## src/hdl/pmbid_pkg.sv

```systemverilog
// Purpose: Shared constants and types for the identification and warning response bank.
// Assumes: Byte 0 of every string sits in bits 7:0 of its vector.
// Notes:   Store bases index the shared byte store of writable strings.
package pmbid_pkg;

    localparam logic [7:0] CMD_PROTO_REV  = 8'h98;
    localparam logic [7:0] CMD_MAKER_ID   = 8'h99;
    localparam logic [7:0] CMD_MODEL      = 8'h9a;
    localparam logic [7:0] CMD_PROD_REV   = 8'h9b;
    localparam logic [7:0] CMD_LOCATION   = 8'h9c;
    localparam logic [7:0] CMD_DATE       = 8'h9d;
    localparam logic [7:0] CMD_SERIAL     = 8'h9e;
    localparam logic [7:0] CMD_CTRL_ID    = 8'had;
    localparam logic [7:0] CMD_CTRL_REV   = 8'hae;
    localparam logic [7:0] CMD_USER_AREA  = 8'hb0;
    localparam logic [7:0] CMD_WARN_ACT   = 8'hc4;

    localparam logic [4:0] LEN_SHORT_STR  = 5'h0c;
    localparam logic [4:0] LEN_LONG_STR   = 5'h14;
    localparam logic [4:0] LEN_CTRL_STR   = 5'h08;
    localparam logic [4:0] LEN_USER_AREA  = 5'h10;
    localparam logic [4:0] LEN_ONE_BYTE   = 5'h01;

    localparam logic [6:0] BASE_MAKER_ID  = 7'h00;
    localparam logic [6:0] BASE_MODEL     = 7'h0c;
    localparam logic [6:0] BASE_PROD_REV  = 7'h20;
    localparam logic [6:0] BASE_LOCATION  = 7'h2c;
    localparam logic [6:0] BASE_USER_AREA = 7'h38;
    localparam int         STORE_BYTES    = 72;

    localparam int         ACT_RESP_HI    = 7;
    localparam int         ACT_RESP_LO    = 6;
    localparam int         ACT_RETRY_HI   = 5;
    localparam int         ACT_RETRY_LO   = 3;
    localparam int         ACT_DELAY_HI   = 2;
    localparam int         ACT_DELAY_LO   = 0;
    localparam logic [7:0] ACT_RESET      = 8'h00;

    localparam logic [1:0] RESP_IGNORE    = 2'h0;
    localparam logic [1:0] RESP_DELAYED   = 2'h1;
    localparam logic [1:0] RESP_DISABLE   = 2'h2;
    localparam logic [1:0] RESP_LATCH     = 2'h3;
    localparam logic [2:0] RETRY_NONE     = 3'h0;
    localparam logic [2:0] RETRY_FOREVER  = 3'h7;

    typedef enum logic [2:0] {
        SRC_NONE, SRC_STORE, SRC_PROTO, SRC_DATE, SRC_SERIAL, SRC_CID, SRC_CREV, SRC_ACT
    } pmbid_src_e;

    typedef struct packed {
        logic       hit;
        logic       wr;
        logic [6:0] base;
        logic [4:0] len;
        pmbid_src_e src;
    } pmbid_cmd_s;

    // Delay code n stands for 2**n units, so 0..7 gives 1..128.
    function automatic logic [7:0] pmbid_units(input logic [2:0] code);
        pmbid_units = 8'(9'h001 << code);
    endfunction

endpackage

```

## src/hdl/pmbid_delay_timer.sv

```systemverilog
// Purpose: Counts a delay of 1 to 128 delay units.
// Assumes: unit_tick pulses once per delay unit, one clock wide.
// Notes:   A load while busy restarts the count.
`timescale 1ns/10ps
module pmbid_delay_timer import pmbid_pkg::*; (
    input  wire logic       clk,
    input  wire logic       sys_rst,
    input  wire logic       load,
    input  wire logic [2:0] code,
    input  wire logic       unit_tick,
    output logic            done_r
);
    logic [7:0] left_r;

    always_ff @(posedge clk) begin
        if (sys_rst) begin
            left_r <= 8'h00;
            done_r <= 1'b0;
        end else if (load) begin
            left_r <= pmbid_units(code);
            done_r <= 1'b0;
        end else begin
            done_r <= 1'b0;
            if (unit_tick && left_r != 8'h00) begin
                left_r <= left_r - 8'h01;
                done_r <= (left_r == 8'h01);
            end
        end
    end
endmodule // pmbid_delay_timer

```

## src/hdl/pmbid_byte_store.sv

```systemverilog
// Purpose: Flip-flop byte store for the writable strings and user area.
// Assumes: Addresses are checked against the store size by the caller.
// Notes:   Read is combinational so the bank can register it once.
`timescale 1ns/10ps
module pmbid_byte_store import pmbid_pkg::*; (
    input  wire logic       clk,
    input  wire logic       sys_rst,
    input  wire logic       wr_en,
    input  wire logic [6:0] wr_addr,
    input  wire logic [7:0] wr_data,
    input  wire logic [6:0] rd_addr,
    output logic      [7:0] rd_data
);
    logic [7:0] mem_r [STORE_BYTES];

    always_ff @(posedge clk) begin
        if (sys_rst) begin
            for (int i = 0; i < STORE_BYTES; i++) begin
                mem_r[i] <= 8'h00;
            end
        end else if (wr_en) begin
            mem_r[wr_addr] <= wr_data;
        end
    end

    assign rd_data = mem_r[rd_addr];
endmodule // pmbid_byte_store

```

## src/hdl/pmbid_bank.sv

```systemverilog
// Purpose: Identification command bank and input over-voltage warning response.
// Assumes: One command byte per cmd_valid pulse; answer follows one clock later.
// Notes:   Delay unit ticks, fault clears and the warning come from outside.
// Function
// - Revision byte upper nibble gives first-part revision, codes 0 to 3.
// - Revision byte lower nibble gives second-part revision, codes 0 to 3.
// - Writable maker identity string, up to 12 ASCII characters, readable.
// - Writable model string, up to 20 ASCII characters, readable.
// - Writable product revision string, 96 bits, 12 characters.
// - Writable build location string, up to 12 characters, readable.
// - Date read returns a build date string of at most 12 characters.
// - Serial read returns a 13-character identity in a 20-character field.
// - Sixteen-byte user area that the host can store and read back.
// - Response 00 keeps the output running through the warning.
// - Response 01 runs for the delay, then disables and follows retry field if warning persists.
// - Response 10 disables the output at once, then follows retry field.
// - Response 11 keeps output off until clear, reset or off-then-on.
// - Retry codes 001 and 010 give one or two attempts, then latch off.
// - Attempts start two programmed delay intervals apart.
// - Codes 011 to 110 give three to six attempts; 111 retries forever.
// - Delay code 0 to 7 means 1 to 128 delay units.
`timescale 1ns/10ps
module pmbid_bank import pmbid_pkg::*; #(
    parameter logic [7:0]   PROTO_REV_BYTE = 8'h32,
    parameter logic [95:0]  DATE_STR       = {12{8'h30}},
    parameter logic [159:0] SERIAL_STR     = {{7{8'h20}}, {13{8'h41}}},
    // Arbitrary neutral identity values.
    parameter logic [63:0]  CTRL_ID_STR    = {8{8'h58}},
    parameter logic [63:0]  CTRL_REV_STR   = {8{8'h30}}
) (
    input  wire logic       clk,
    input  wire logic       sys_rst,
    input  wire logic       cmd_valid,
    input  wire logic       cmd_write,
    input  wire logic [7:0] cmd_code,
    input  wire logic [4:0] cmd_idx,
    input  wire logic [7:0] cmd_wdata,
    output logic            rsp_valid,
    output logic      [7:0] rsp_data,
    output logic      [4:0] rsp_len,
    output logic            rsp_nack,
    input  wire logic       warn_in,
    input  wire logic       unit_tick,
    input  wire logic       fault_clear,
    input  wire logic       run_cmd,
    output logic            out_enable,
    output logic            fault_latched,
    output logic      [2:0] retries_left,
    output logic      [7:0] warn_action
);

    typedef enum logic [4:0] {
        ST_RUN   = 5'b00001,
        ST_DELAY = 5'b00010,
        ST_OFFW  = 5'b00100,
        ST_TRY   = 5'b01000,
        ST_LATCH = 5'b10000
    } pmbid_state_e;

    function automatic pmbid_cmd_s cmd_decode(input logic [7:0] code);
        pmbid_cmd_s m;
        m = '{hit: 1'b1, wr: 1'b0, base: 7'h00, len: LEN_SHORT_STR, src: SRC_NONE};
        if (code == CMD_PROTO_REV) begin
            m.len = LEN_ONE_BYTE;
            m.src = SRC_PROTO;
        end else if (code == CMD_MAKER_ID) begin
            m.wr   = 1'b1;
            m.base = BASE_MAKER_ID;
            m.src  = SRC_STORE;
        end else if (code == CMD_MODEL) begin
            m.wr   = 1'b1;
            m.base = BASE_MODEL;
            m.len  = LEN_LONG_STR;
            m.src  = SRC_STORE;
        end else if (code == CMD_PROD_REV) begin
            m.wr   = 1'b1;
            m.base = BASE_PROD_REV;
            m.src  = SRC_STORE;
        end else if (code == CMD_LOCATION) begin
            m.wr   = 1'b1;
            m.base = BASE_LOCATION;
            m.src  = SRC_STORE;
        end else if (code == CMD_DATE) begin
            m.src = SRC_DATE;
        end else if (code == CMD_SERIAL) begin
            m.len = LEN_LONG_STR;
            m.src = SRC_SERIAL;
        end else if (code == CMD_CTRL_ID) begin
            m.len = LEN_CTRL_STR;
            m.src = SRC_CID;
        end else if (code == CMD_CTRL_REV) begin
            m.len = LEN_CTRL_STR;
            m.src = SRC_CREV;
        end else if (code == CMD_USER_AREA) begin
            m.wr   = 1'b1;
            m.base = BASE_USER_AREA;
            m.len  = LEN_USER_AREA;
            m.src  = SRC_STORE;
        end else if (code == CMD_WARN_ACT) begin
            m.wr  = 1'b1;
            m.len = LEN_ONE_BYTE;
            m.src = SRC_ACT;
        end else begin
            m.hit = 1'b0;
            m.len = 5'h00;
        end
        return m;
    endfunction

    pmbid_cmd_s   dec;
    logic         idx_ok;
    logic         acc_ok;
    logic         st_wr;
    logic [6:0]   st_addr;
    logic [7:0]   st_rd;
    logic [7:0]   rd_byte;
    logic [7:0]   action_r;
    pmbid_state_e state_r;
    pmbid_state_e state_nxt;
    logic [2:0]   left_r;
    logic [2:0]   left_nxt;
    logic         tmr_load;
    logic         tmr_done;
    logic [1:0]   resp;
    logic [2:0]   retry;

    assign dec     = cmd_decode(cmd_code);
    assign idx_ok  = cmd_idx < dec.len;
    assign acc_ok  = dec.hit && idx_ok && (!cmd_write || dec.wr);
    assign st_addr = dec.base + 7'(cmd_idx);
    assign st_wr   = cmd_valid && cmd_write && acc_ok && dec.src == SRC_STORE;
    assign resp    = action_r[ACT_RESP_HI:ACT_RESP_LO];
    assign retry   = action_r[ACT_RETRY_HI:ACT_RETRY_LO];

    pmbid_byte_store u_store (
        .clk     (clk),
        .sys_rst (sys_rst),
        .wr_en   (st_wr),
        .wr_addr (st_addr),
        .wr_data (cmd_wdata),
        .rd_addr (st_addr),
        .rd_data (st_rd)
    );

    pmbid_delay_timer u_timer (
        .clk       (clk),
        .sys_rst   (sys_rst),
        .load      (tmr_load),
        .code      (action_r[ACT_DELAY_HI:ACT_DELAY_LO]),
        .unit_tick (unit_tick),
        .done_r    (tmr_done)
    );

    always_comb begin
        rd_byte = 8'h00;
        case (dec.src)
            SRC_STORE:  rd_byte = st_rd;
            SRC_PROTO:  rd_byte = PROTO_REV_BYTE;
            SRC_DATE:   rd_byte = DATE_STR[cmd_idx * 8 +: 8];
            SRC_SERIAL: rd_byte = SERIAL_STR[cmd_idx * 8 +: 8];
            SRC_CID:    rd_byte = CTRL_ID_STR[cmd_idx[2:0] * 8 +: 8];
            SRC_CREV:   rd_byte = CTRL_REV_STR[cmd_idx[2:0] * 8 +: 8];
            SRC_ACT:    rd_byte = action_r;
            default:    rd_byte = 8'h00;
        endcase
    end

    // Refused accesses answer with nack and zero data so stale bytes never leak.
    always_ff @(posedge clk) begin
        if (sys_rst) begin
            rsp_valid <= 1'b0;
            rsp_data  <= 8'h00;
            rsp_len   <= 5'h00;
            rsp_nack  <= 1'b0;
        end else begin
            rsp_valid <= cmd_valid;
            rsp_nack  <= cmd_valid && !acc_ok;
            rsp_len   <= cmd_valid ? dec.len : 5'h00;
            rsp_data  <= (cmd_valid && !cmd_write && acc_ok) ? rd_byte : 8'h00;
        end
    end

    always_ff @(posedge clk) begin
        if (sys_rst) begin
            action_r <= ACT_RESET;
        end else if (cmd_valid && cmd_write && acc_ok && dec.src == SRC_ACT) begin
            action_r <= cmd_wdata;
        end
    end

    // A commanded off always drops to run, which also clears a latched fault.
    always_comb begin
        state_nxt = state_r;
        left_nxt  = left_r;
        tmr_load  = 1'b0;
        if (!run_cmd) begin
            state_nxt = ST_RUN;
        end else begin
            case (state_r)
                ST_RUN: begin
                    if (warn_in && resp == RESP_DELAYED) begin
                        state_nxt = ST_DELAY;
                        tmr_load  = 1'b1;
                    end else if (warn_in && resp == RESP_DISABLE) begin
                        state_nxt = (retry == RETRY_NONE) ? ST_LATCH : ST_OFFW;
                        left_nxt  = retry;
                        tmr_load  = 1'b1;
                    end else if (warn_in && resp == RESP_LATCH) begin
                        state_nxt = ST_LATCH;
                    end
                end
                ST_DELAY: begin
                    if (!warn_in) begin
                        state_nxt = ST_RUN;
                    end else if (tmr_done) begin
                        state_nxt = (retry == RETRY_NONE) ? ST_LATCH : ST_OFFW;
                        left_nxt  = retry;
                        tmr_load  = 1'b1;
                    end
                end
                ST_OFFW: begin
                    if (tmr_done) begin
                        state_nxt = ST_TRY;
                        tmr_load  = 1'b1;
                    end
                end
                ST_TRY: begin
                    if (tmr_done && !warn_in) begin
                        state_nxt = ST_RUN;
                    end else if (tmr_done && left_r == RETRY_FOREVER) begin
                        state_nxt = ST_OFFW;
                        tmr_load  = 1'b1;
                    end else if (tmr_done && left_r == 3'h1) begin
                        state_nxt = ST_LATCH;
                        left_nxt  = 3'h0;
                    end else if (tmr_done) begin
                        state_nxt = ST_OFFW;
                        left_nxt  = left_r - 3'h1;
                        tmr_load  = 1'b1;
                    end
                end
                ST_LATCH: begin
                    if (fault_clear) begin
                        state_nxt = ST_RUN;
                    end
                end
                default: state_nxt = ST_RUN;
            endcase
        end
    end

    always_ff @(posedge clk) begin
        if (sys_rst) begin
            state_r <= ST_RUN;
            left_r  <= 3'h0;
        end else begin
            state_r <= state_nxt;
            left_r  <= left_nxt;
        end
    end

    // Outputs follow the next state so they line up with the state register.
    always_ff @(posedge clk) begin
        if (sys_rst) begin
            out_enable    <= 1'b0;
            fault_latched <= 1'b0;
            retries_left  <= 3'h0;
            warn_action   <= ACT_RESET;
        end else begin
            out_enable    <= run_cmd && (state_nxt == ST_RUN || state_nxt == ST_DELAY
                                         || state_nxt == ST_TRY);
            fault_latched <= state_nxt == ST_LATCH;
            retries_left  <= left_nxt;
            warn_action   <= (cmd_valid && cmd_write && acc_ok && dec.src == SRC_ACT)
                             ? cmd_wdata : action_r;
        end
    end
endmodule // pmbid_bank

```

## config.mk

```make
export PLATFORM = sky130hd
export DESIGN_NAME = pmbid_bank
export DESIGN_NICKNAME = d
export VERILOG_FILES = /design/src/hdl/pmbid_pkg.sv /design/src/hdl/pmbid_delay_timer.sv /design/src/hdl/pmbid_byte_store.sv /design/src/hdl/pmbid_bank.sv
export SDC_FILE = /design/constraint.sdc
export NUM_CORES = 1
export LEC_CHECK = 0
export BUFFER_PORTS_ARGS = -buffer_cell sky130_fd_sc_hd__buf_4
export CORE_MARGIN = 5
export CORE_UTILIZATION = 52
export DETAILED_ROUTE_END_ITERATION = 10
export PLACE_DENSITY = 0.74
export SLEW_MARGIN = 5
export SYNTH_ARGS = -nofsm -noshare
export SYNTH_HDL_FRONTEND = slang
export SYNTH_HIERARCHICAL = 1
export SYNTH_SLANG_ARGS = --single-unit
```

## constraint.sdc

```tcl
create_clock -name clk -period 11.8 [get_ports clk]
set_clock_uncertainty 0.2 [all_clocks]
set_input_delay 2.36 -clock clk [delete_from_list [all_inputs] [get_ports clk]]
set_output_delay 2.36 -clock clk [all_outputs]
set_load 0.01 [all_outputs]
```

# Yosys cells after proc, flatten, opt, wreduce, memory -nomap -nowiden
# Memories as Yosys holds them, arrays and structs flattened.
# Cells that the tools add are included.
dict set report op_classes {
  n_shift 5
  n_reduce_logical 32
  n_lt_le_gt_ge 1
  muxes 73
  addsub 3
  bitwise_logic 3
  n_mul 0
  eq_ne 40
  div_mod_pow 0
}
# cell count
set op_table {}
lappend op_table {{$shiftx A160 B9 Y8 const A} 1}
lappend op_table {{$shiftx A64 B7 Y8 const A} 2}
lappend op_table {{$shiftx A96 B9 Y8 const A} 1}
lappend op_table {{$eq A8 B8 Y1 const B} 11}
lappend op_table {{$mux W8} 11}
lappend op_table {{$mux W5} 16}
lappend op_table {{$pmux W8 S7} 1}
lappend op_table {{$mux W3} 13}
lappend op_table {{$mux W9} 4}
lappend op_table {{$pmux W5 S5} 1}
lappend op_table {{$mux W1} 21}
lappend op_table {{$logic_and A1 B1 Y1} 17}
lappend op_table {{$mux W16} 1}
lappend op_table {{$eq A3 B3 Y1 const B} 5}
lappend op_table {{$mux W14} 1}
lappend op_table {{$eq A5 B1 Y1 const B} 2}
lappend op_table {{$eq A5 B2 Y1 const B} 2}
lappend op_table {{$eq A5 B4 Y1 const B} 2}
lappend op_table {{$eq A5 B5 Y1 const B} 2}
lappend op_table {{$ne A2 B2 Y1 const B} 5}
lappend op_table {{$pmux W3 S3} 1}
lappend op_table {{$reduce_and A9 Y1} 1}
lappend op_table {{$eq A8 B1 Y1 const B} 1}
lappend op_table {{$reduce_bool A8 Y1} 1}
lappend op_table {{other kinds (24)} 34}
dict set report totals {
  wordCells 169
  latch_bits 0
  ramBits 576
  rom_bits 0
  register_bits 42
  mem_count 1
  input_bits 29
}
# name depth word_bits rd rd_ports_with_merged_regs write_ports line
set mem_list {}
lappend mem_list {u_store.mem_r 72 8 1 0 72 pmbid_byte_store.sv:14} ;# logic [7:0] mem_r [STORE_BYTES];

# Depth between registers and ports, before layout
dict set report logic_depth {
  word_depth 22
  ltp_mapped 17
  mapped_depth_nobuf 14
}

# Hierarchy
# The synthesis kept the hierarchy.
# mod cells_per_inst n_inst area_per_inst_um2
set by_module_without_submodules {}
lappend by_module_without_submodules {pmbid_byte_store 2348 1 43843.3}
lappend by_module_without_submodules {pmbid_bank 285 1 2294.7}
lappend by_module_without_submodules {pmbid_delay_timer 66 1 590.6}

# Worst setup path before layout
# No wires, ideal clock.
dict set report synth_path {
  path_type {in2reg}
  startpoint {in cmd_code[2]}
  endpoint {reg rsp_data[4]}
  arrival_ns 6.261
  slack_ns 5.195
  setup_time_ns 0.144
  path_stages 14
  required_ns 11.456
  cell_sequence {clkbuf_1 -> nand3b_1 -> nor4b_1 -> nor3b_1 -> nor2_1 -> fa_1 -> xnor2_1 -> buf_1 -> clkbuf_1 -> mux4_2 -> mux4_2 -> mux2_2 -> o211ai_1 -> a31oi_1}
}
# element line
set synth_rtl {}
lappend synth_rtl {{start, declared} pmbid_bank.sv:35} ;# input wire logic [7:0] cmd_code,
lappend synth_rtl {{$eq A8 B8 Y1} pmbid_bank.sv:94} ;# end else if (code == CMD_USER_AREA) begin
lappend synth_rtl {{$mux W6} pmbid_bank.sv:94}
lappend synth_rtl {{$mux W9} pmbid_bank.sv:91} ;# end else if (code == CMD_CTRL_REV) begin
lappend synth_rtl {{$mux W9} pmbid_bank.sv:88} ;# end else if (code == CMD_CTRL_ID) begin
lappend synth_rtl {{$mux W9} pmbid_bank.sv:85} ;# end else if (code == CMD_SERIAL) begin
lappend synth_rtl {{$mux W14} pmbid_bank.sv:83} ;# end else if (code == CMD_DATE) begin
lappend synth_rtl {{$mux W8} pmbid_bank.sv:79} ;# end else if (code == CMD_LOCATION) begin
lappend synth_rtl {{$mux W8} pmbid_bank.sv:75} ;# end else if (code == CMD_PROD_REV) begin
lappend synth_rtl {{$mux W16} pmbid_bank.sv:70} ;# end else if (code == CMD_MODEL) begin
lappend synth_rtl {{$mux W8} pmbid_bank.sv:66} ;# end else if (code == CMD_MAKER_ID) begin
lappend synth_rtl {{$mux W9 (*)} pmbid_bank.sv:63} ;# if (code == CMD_PROTO_REV) begin
lappend synth_rtl {{$add A7 B5 Y7 (*)} pmbid_bank.sv:130} ;# assign st_addr = dec.base + 7'(cmd_idx);
lappend synth_rtl {{via st_addr[4]} pmbid_bank.sv:114} ;# logic [6:0] st_addr;
lappend synth_rtl {{$mem_v2 Z72 W8 (*)} n/a}
lappend synth_rtl {{via st_rd[4]} pmbid_bank.sv:115} ;# logic [7:0] st_rd;
lappend synth_rtl {{$pmux W8 S7 (*)} pmbid_bank.sv:156} ;# case (dec.src)
lappend synth_rtl {{end signal, assigned} pmbid_bank.sv:179} ;# rsp_data <= (cmd_valid && !cmd_write && acc_ok) ? rd_byte : 8'h00;
lappend synth_rtl {{end, declared} pmbid_bank.sv:39} ;# output logic [7:0] rsp_data,
# The timed path passes the listed nets; every way through them passes the cells marked *.
# A chain may end at the register's enable or synchronous reset.

==> results.md <==
* Buffer type at the clock tree root: sky130_fd_sc_hd__clkbuf_16
* Worst voltage drop across the vdd grid at approximately 120 uV
* Number of placed instances with taps included at 3780
* Overall routed net length at between 100 and 150 mm
* Core Box Area at 89600 sq um
* Post-Synthesis Cell Area at approximately 47000 sq um
* Overall via count from detail_route at ~25000
* DRC Markers at 0
* Die width at just over 300 um
* Run status: finished clean
* Distinct cell type count after synthesis at 78
* Average routed wire per standard cell at 28.2 um
* Top library cells by usage in the layout, fill and taps aside: 1024 x sky130_fd_sc_hd__edfxtp_1, 582 x sky130_fd_sc_hd__and2_1, 336 x sky130_fd_sc_hd__mux4_2, 155 x sky130_fd_sc_hd__nor2_1, 105 x sky130_fd_sc_hd__clkbuf_16
* First-pass iteration count of the detailed router at 5
* GR Util All Layers at a little under a quarter
* Crit path kind: input pin to register
* Clock tree sinks at 1065
* Family of cells with the greatest summed delay on the critical path: simple AND/OR/NAND/NOR gates
* Proportion of netlist area held by the largest area contributor at around two thirds
* Transition time at the pin with the least slew margin at 1.24 ns
* Cell count of the worst reg-to-reg path at 8
* P&R area growth vs syn at 10.5%
* Reported max-cap violation count at 0
* Area of all placed cells without fillers at 51600 sq um
* Arrival time at the worst endpoint at around 8.6 ns
* Post-route minimum period at 8.46 ns
* Leakage at between 15 and 20 nW
* Biggest cell delay along the critical path at ~1.1 ns
* Reg2Reg Setup Slack at approximately 8.6 ns
* Ports placed on the boundary at between 50 and 60
* Post-synth ARST share at 0%
* Worst slew slack as a fraction of its limit at between 15 and 20%
* Antenna violations before repair at 3
* Setup Total Neg Slack at 0 ns
* Number of nets in the synthesized netlist at ~2700
* Initial cell density of the core at 52.2%
* Filler cell count in the final layout at 6384
* Inserted Diodes at 0
* Residual overflow from global routing at 0
* CP Data Required Time at between 10 and 15 ns
* Layout Cells excl Fill at between 3000 and 4000
* CTS tree: done
* Count of final setup violators at 0
* Hold Crit Class: register to register
* Die outline height at between 300 and 400 um
* Final GP Congestion at around 0.86
* Final Hold Violating Endpoints at 0
* # port buffers at 55
* Hold buffer count at CTS at 0
* Maximum number of pins on one net before global-route repair at ~150
* Ordered list of cells on the worst path: buf_4, nor4bb_1, and2_1, mux2i_1, or2_1, ha_1, a21oi_1, o21ai_0, a21oi_1, nand3_1, nor4b_1, nor2b_1, nand4_1, buf_4, nor2_1, or2_2
* Iter 0 DRT Violations at approximately 3000
* Last element of the critical path: u_store/mem_r[63][7]
* Most used DFF post-synth: sky130_fd_sc_hd__edfxtp_1
* Via/cell ratio at roughly 6.3
* Sequential-to-total area share from yosys stat at between 60% and 70%
* Type of element launching the critical path: input pin
* Synth Instances at ~2700
* Crit Path Max Fanout at 10
* Number of nets in the final layout at approximately 2800
* # H-tree levels at 3
* Peak Freq at 0.118 GHz
* Synthesis warning total at 6
* Row Count at 110
* Type of destination of the critical path: register
* Layout cell share with drive strength beyond 1 at about a quarter
* Final count of pins violating max slew at 0
* Critical hold path startpoint: u_timer/left_r[7]
* Average instance area after synthesis at 17.3 sq um
* Total power per unit cell area at about 160 nW/um^2
* Skew-Pair Late Insertion Delay at 0.69 ns
* Clock-pin slew on the worst setup and hold paths at about 0.060 ns
* Stages on the worst setup path at 16
* Worst Setup SP: cmd_code[5]
* Post-Place Cell Area at slightly below 50000 sq um
* Capture instance of the worst register-to-register path: u_timer/left_r[5]
* Period utilisation layout at around 72%
* Bufs and invs on worst path at 2
* Number of synthesized flops with an enable pin at between 1000 and 1500
* Area contributors post-synth: sky130_fd_sc_hd__edfxtp_1 66%, sky130_fd_sc_hd__mux4_2 16%, sky130_fd_sc_hd__and2_1 7.8%, sky130_fd_sc_hd__dfxtp_1 1.8%, sky130_fd_sc_hd__nor2_1 1.2%
* Maximum root-to-sink buffer count at 3
* Post-cts resize count at 0
* Post-route antenna net violation count at 0
* First-pass GRT wire length at roughly 170 mm
* Post-CTS Repair Setup Buffers at 0
* Post-synthesis register bit count at between 1000 and 1500
* Power Total at ~8.3 mW
* Die Area at 96000 sq um
* Number of buffers created by CTS at 103
* Critical-path top delay cell: sky130_fd_sc_hd__nor4b_1
* Cell taking the most area after synthesis: sky130_fd_sc_hd__edfxtp_1
* Detailed Place HPWL at about 70 mm
* Setup repair after global routing missed its margin: false
* Number of global-route vias before repair at 25100
* Most common library cell in the layout ignoring fill and taps: sky130_fd_sc_hd__edfxtp_1
* Startpoint of the worst register-to-register path: state_r[1]
## Yosys cell counts, drive strengths merged (3+ instances only)
master   count
dfxtp       41
mux4       336
a211oi       5
mux2         8
o211ai       6
a21o         3
and4         3
or4          3
nand4b       6
a311oi       3
clkbuf     116
a21oi       26
nor3b        4
nor4b        5
or3          3
nand3b       7
and3         3
nor2b       13
xor2         3
or2         78
nor4bb       3
mux2i        9
nor3        16
edfxtp    1024
a31o         3
or3b         4
o21ai        9
nand2b       8
inv         21
nor2       155
and2       583
xnor2        7
nand4       10
o2bb2ai      3
nand2       35
a31oi        7
o22ai        5
buf         62
nand3       17
ha          12
## per-stage QoR
| step | util (%) | hold slack, ns | setup slack [ns] |
|---|---|---|---|
| 6_report | 57.6 | 0.333 | 3.34 |
| 3_5_place_dp | 53.7 | 0.310 | 2.86 |
| 5_1_grt | 57.6 | 0.346 | 3.17 |
| 2_1_floorplan | - | 0.263 | 5.20 |
| 4_1_cts | 57.6 | 0.318 | 3.50 |
| 3_3_place_gp | 53.7 | 0.296 | 3.09 |
## layout make-up
type | instances | area, sq um | area share, %
Sequential cell | 1065 | 31600 | 61.1
Multi-Input combinational cell | 1435 | 14400 | 27.8
Clock buffer | 121 | 2740 | 5.30
Tap cell | 1176 | 1470 | 2.85
Clock inverter | 75 | 767 | 1.48
Timing Repair Buffer | 83 | 656 | 1.27
Inverter | 21 | 78.8 | 0.153
## flip-flops by register name, summed over array words and instances (netlist names), 3 cells and up
name / flops
u_timer/left_r: 8
state_r: 5
rsp_len: 4
u_store/mem_r: 1024
warn_action: 8
rsp_data: 8
retries_left: 3
## power breakdown
part / switching (mW) / internal (mW) / total (mW)
sequential: 0.0543 / 4.25 / 4.30
clock: 1.44 / 1.94 / 3.38
combinational: 0.353 / 0.256 / 0.609
total: 1.85 / 6.44 / 8.29
## worst min path at each step
stage,end,depth (start not counted)
floorplan,u_timer/done_r,1
global placement,u_timer/done_r,1
detailed placement,u_timer/done_r,1
CTS,u_timer/done_r,1
global route,u_timer/done_r,1
finish,u_timer/done_r,1
## worst register-to-register path, delay by kind of cell, from the launching register on
family                 cells  cell delay (ns)
AOI/OAI and AO/OA          3             0.93
and+or+nand+nor            4             1.34
buffers and inverters      1             0.30
DFF                        1             0.39
## metal layers
layer  vias to the layer above  share of wire [%]  global-route usage [%]
met5                         -              0.021                       0
met4                         4                3.4                    7.87
met3                       219                8.6                    3.41
met2                      1320                 48                    37.3
met1                     13000                 40                    34.1
li1                      10500                  -                       -
## cell families (layout without fill, tap and decap cells)
| family | after synthesis | after routing | synth area share [%] |
|---|---|---|---|
| flops | 1065 | 1065 | 67.6 |
| simple gates | 963 | 963 | 12.1 |
| mux | 353 | 353 | 16.6 |
| buf+inv | 199 | 300 | 1.75 |
| compound gates | 95 | 95 | 1.48 |
| fa+ha+maj | 13 | 13 | 0.364 |
| xor+xnor | 10 | 10 | 0.187 |
| other cells | 1 | 1 | 0.00803 |
Note: power is estimated with default switching activity, not from simulation.
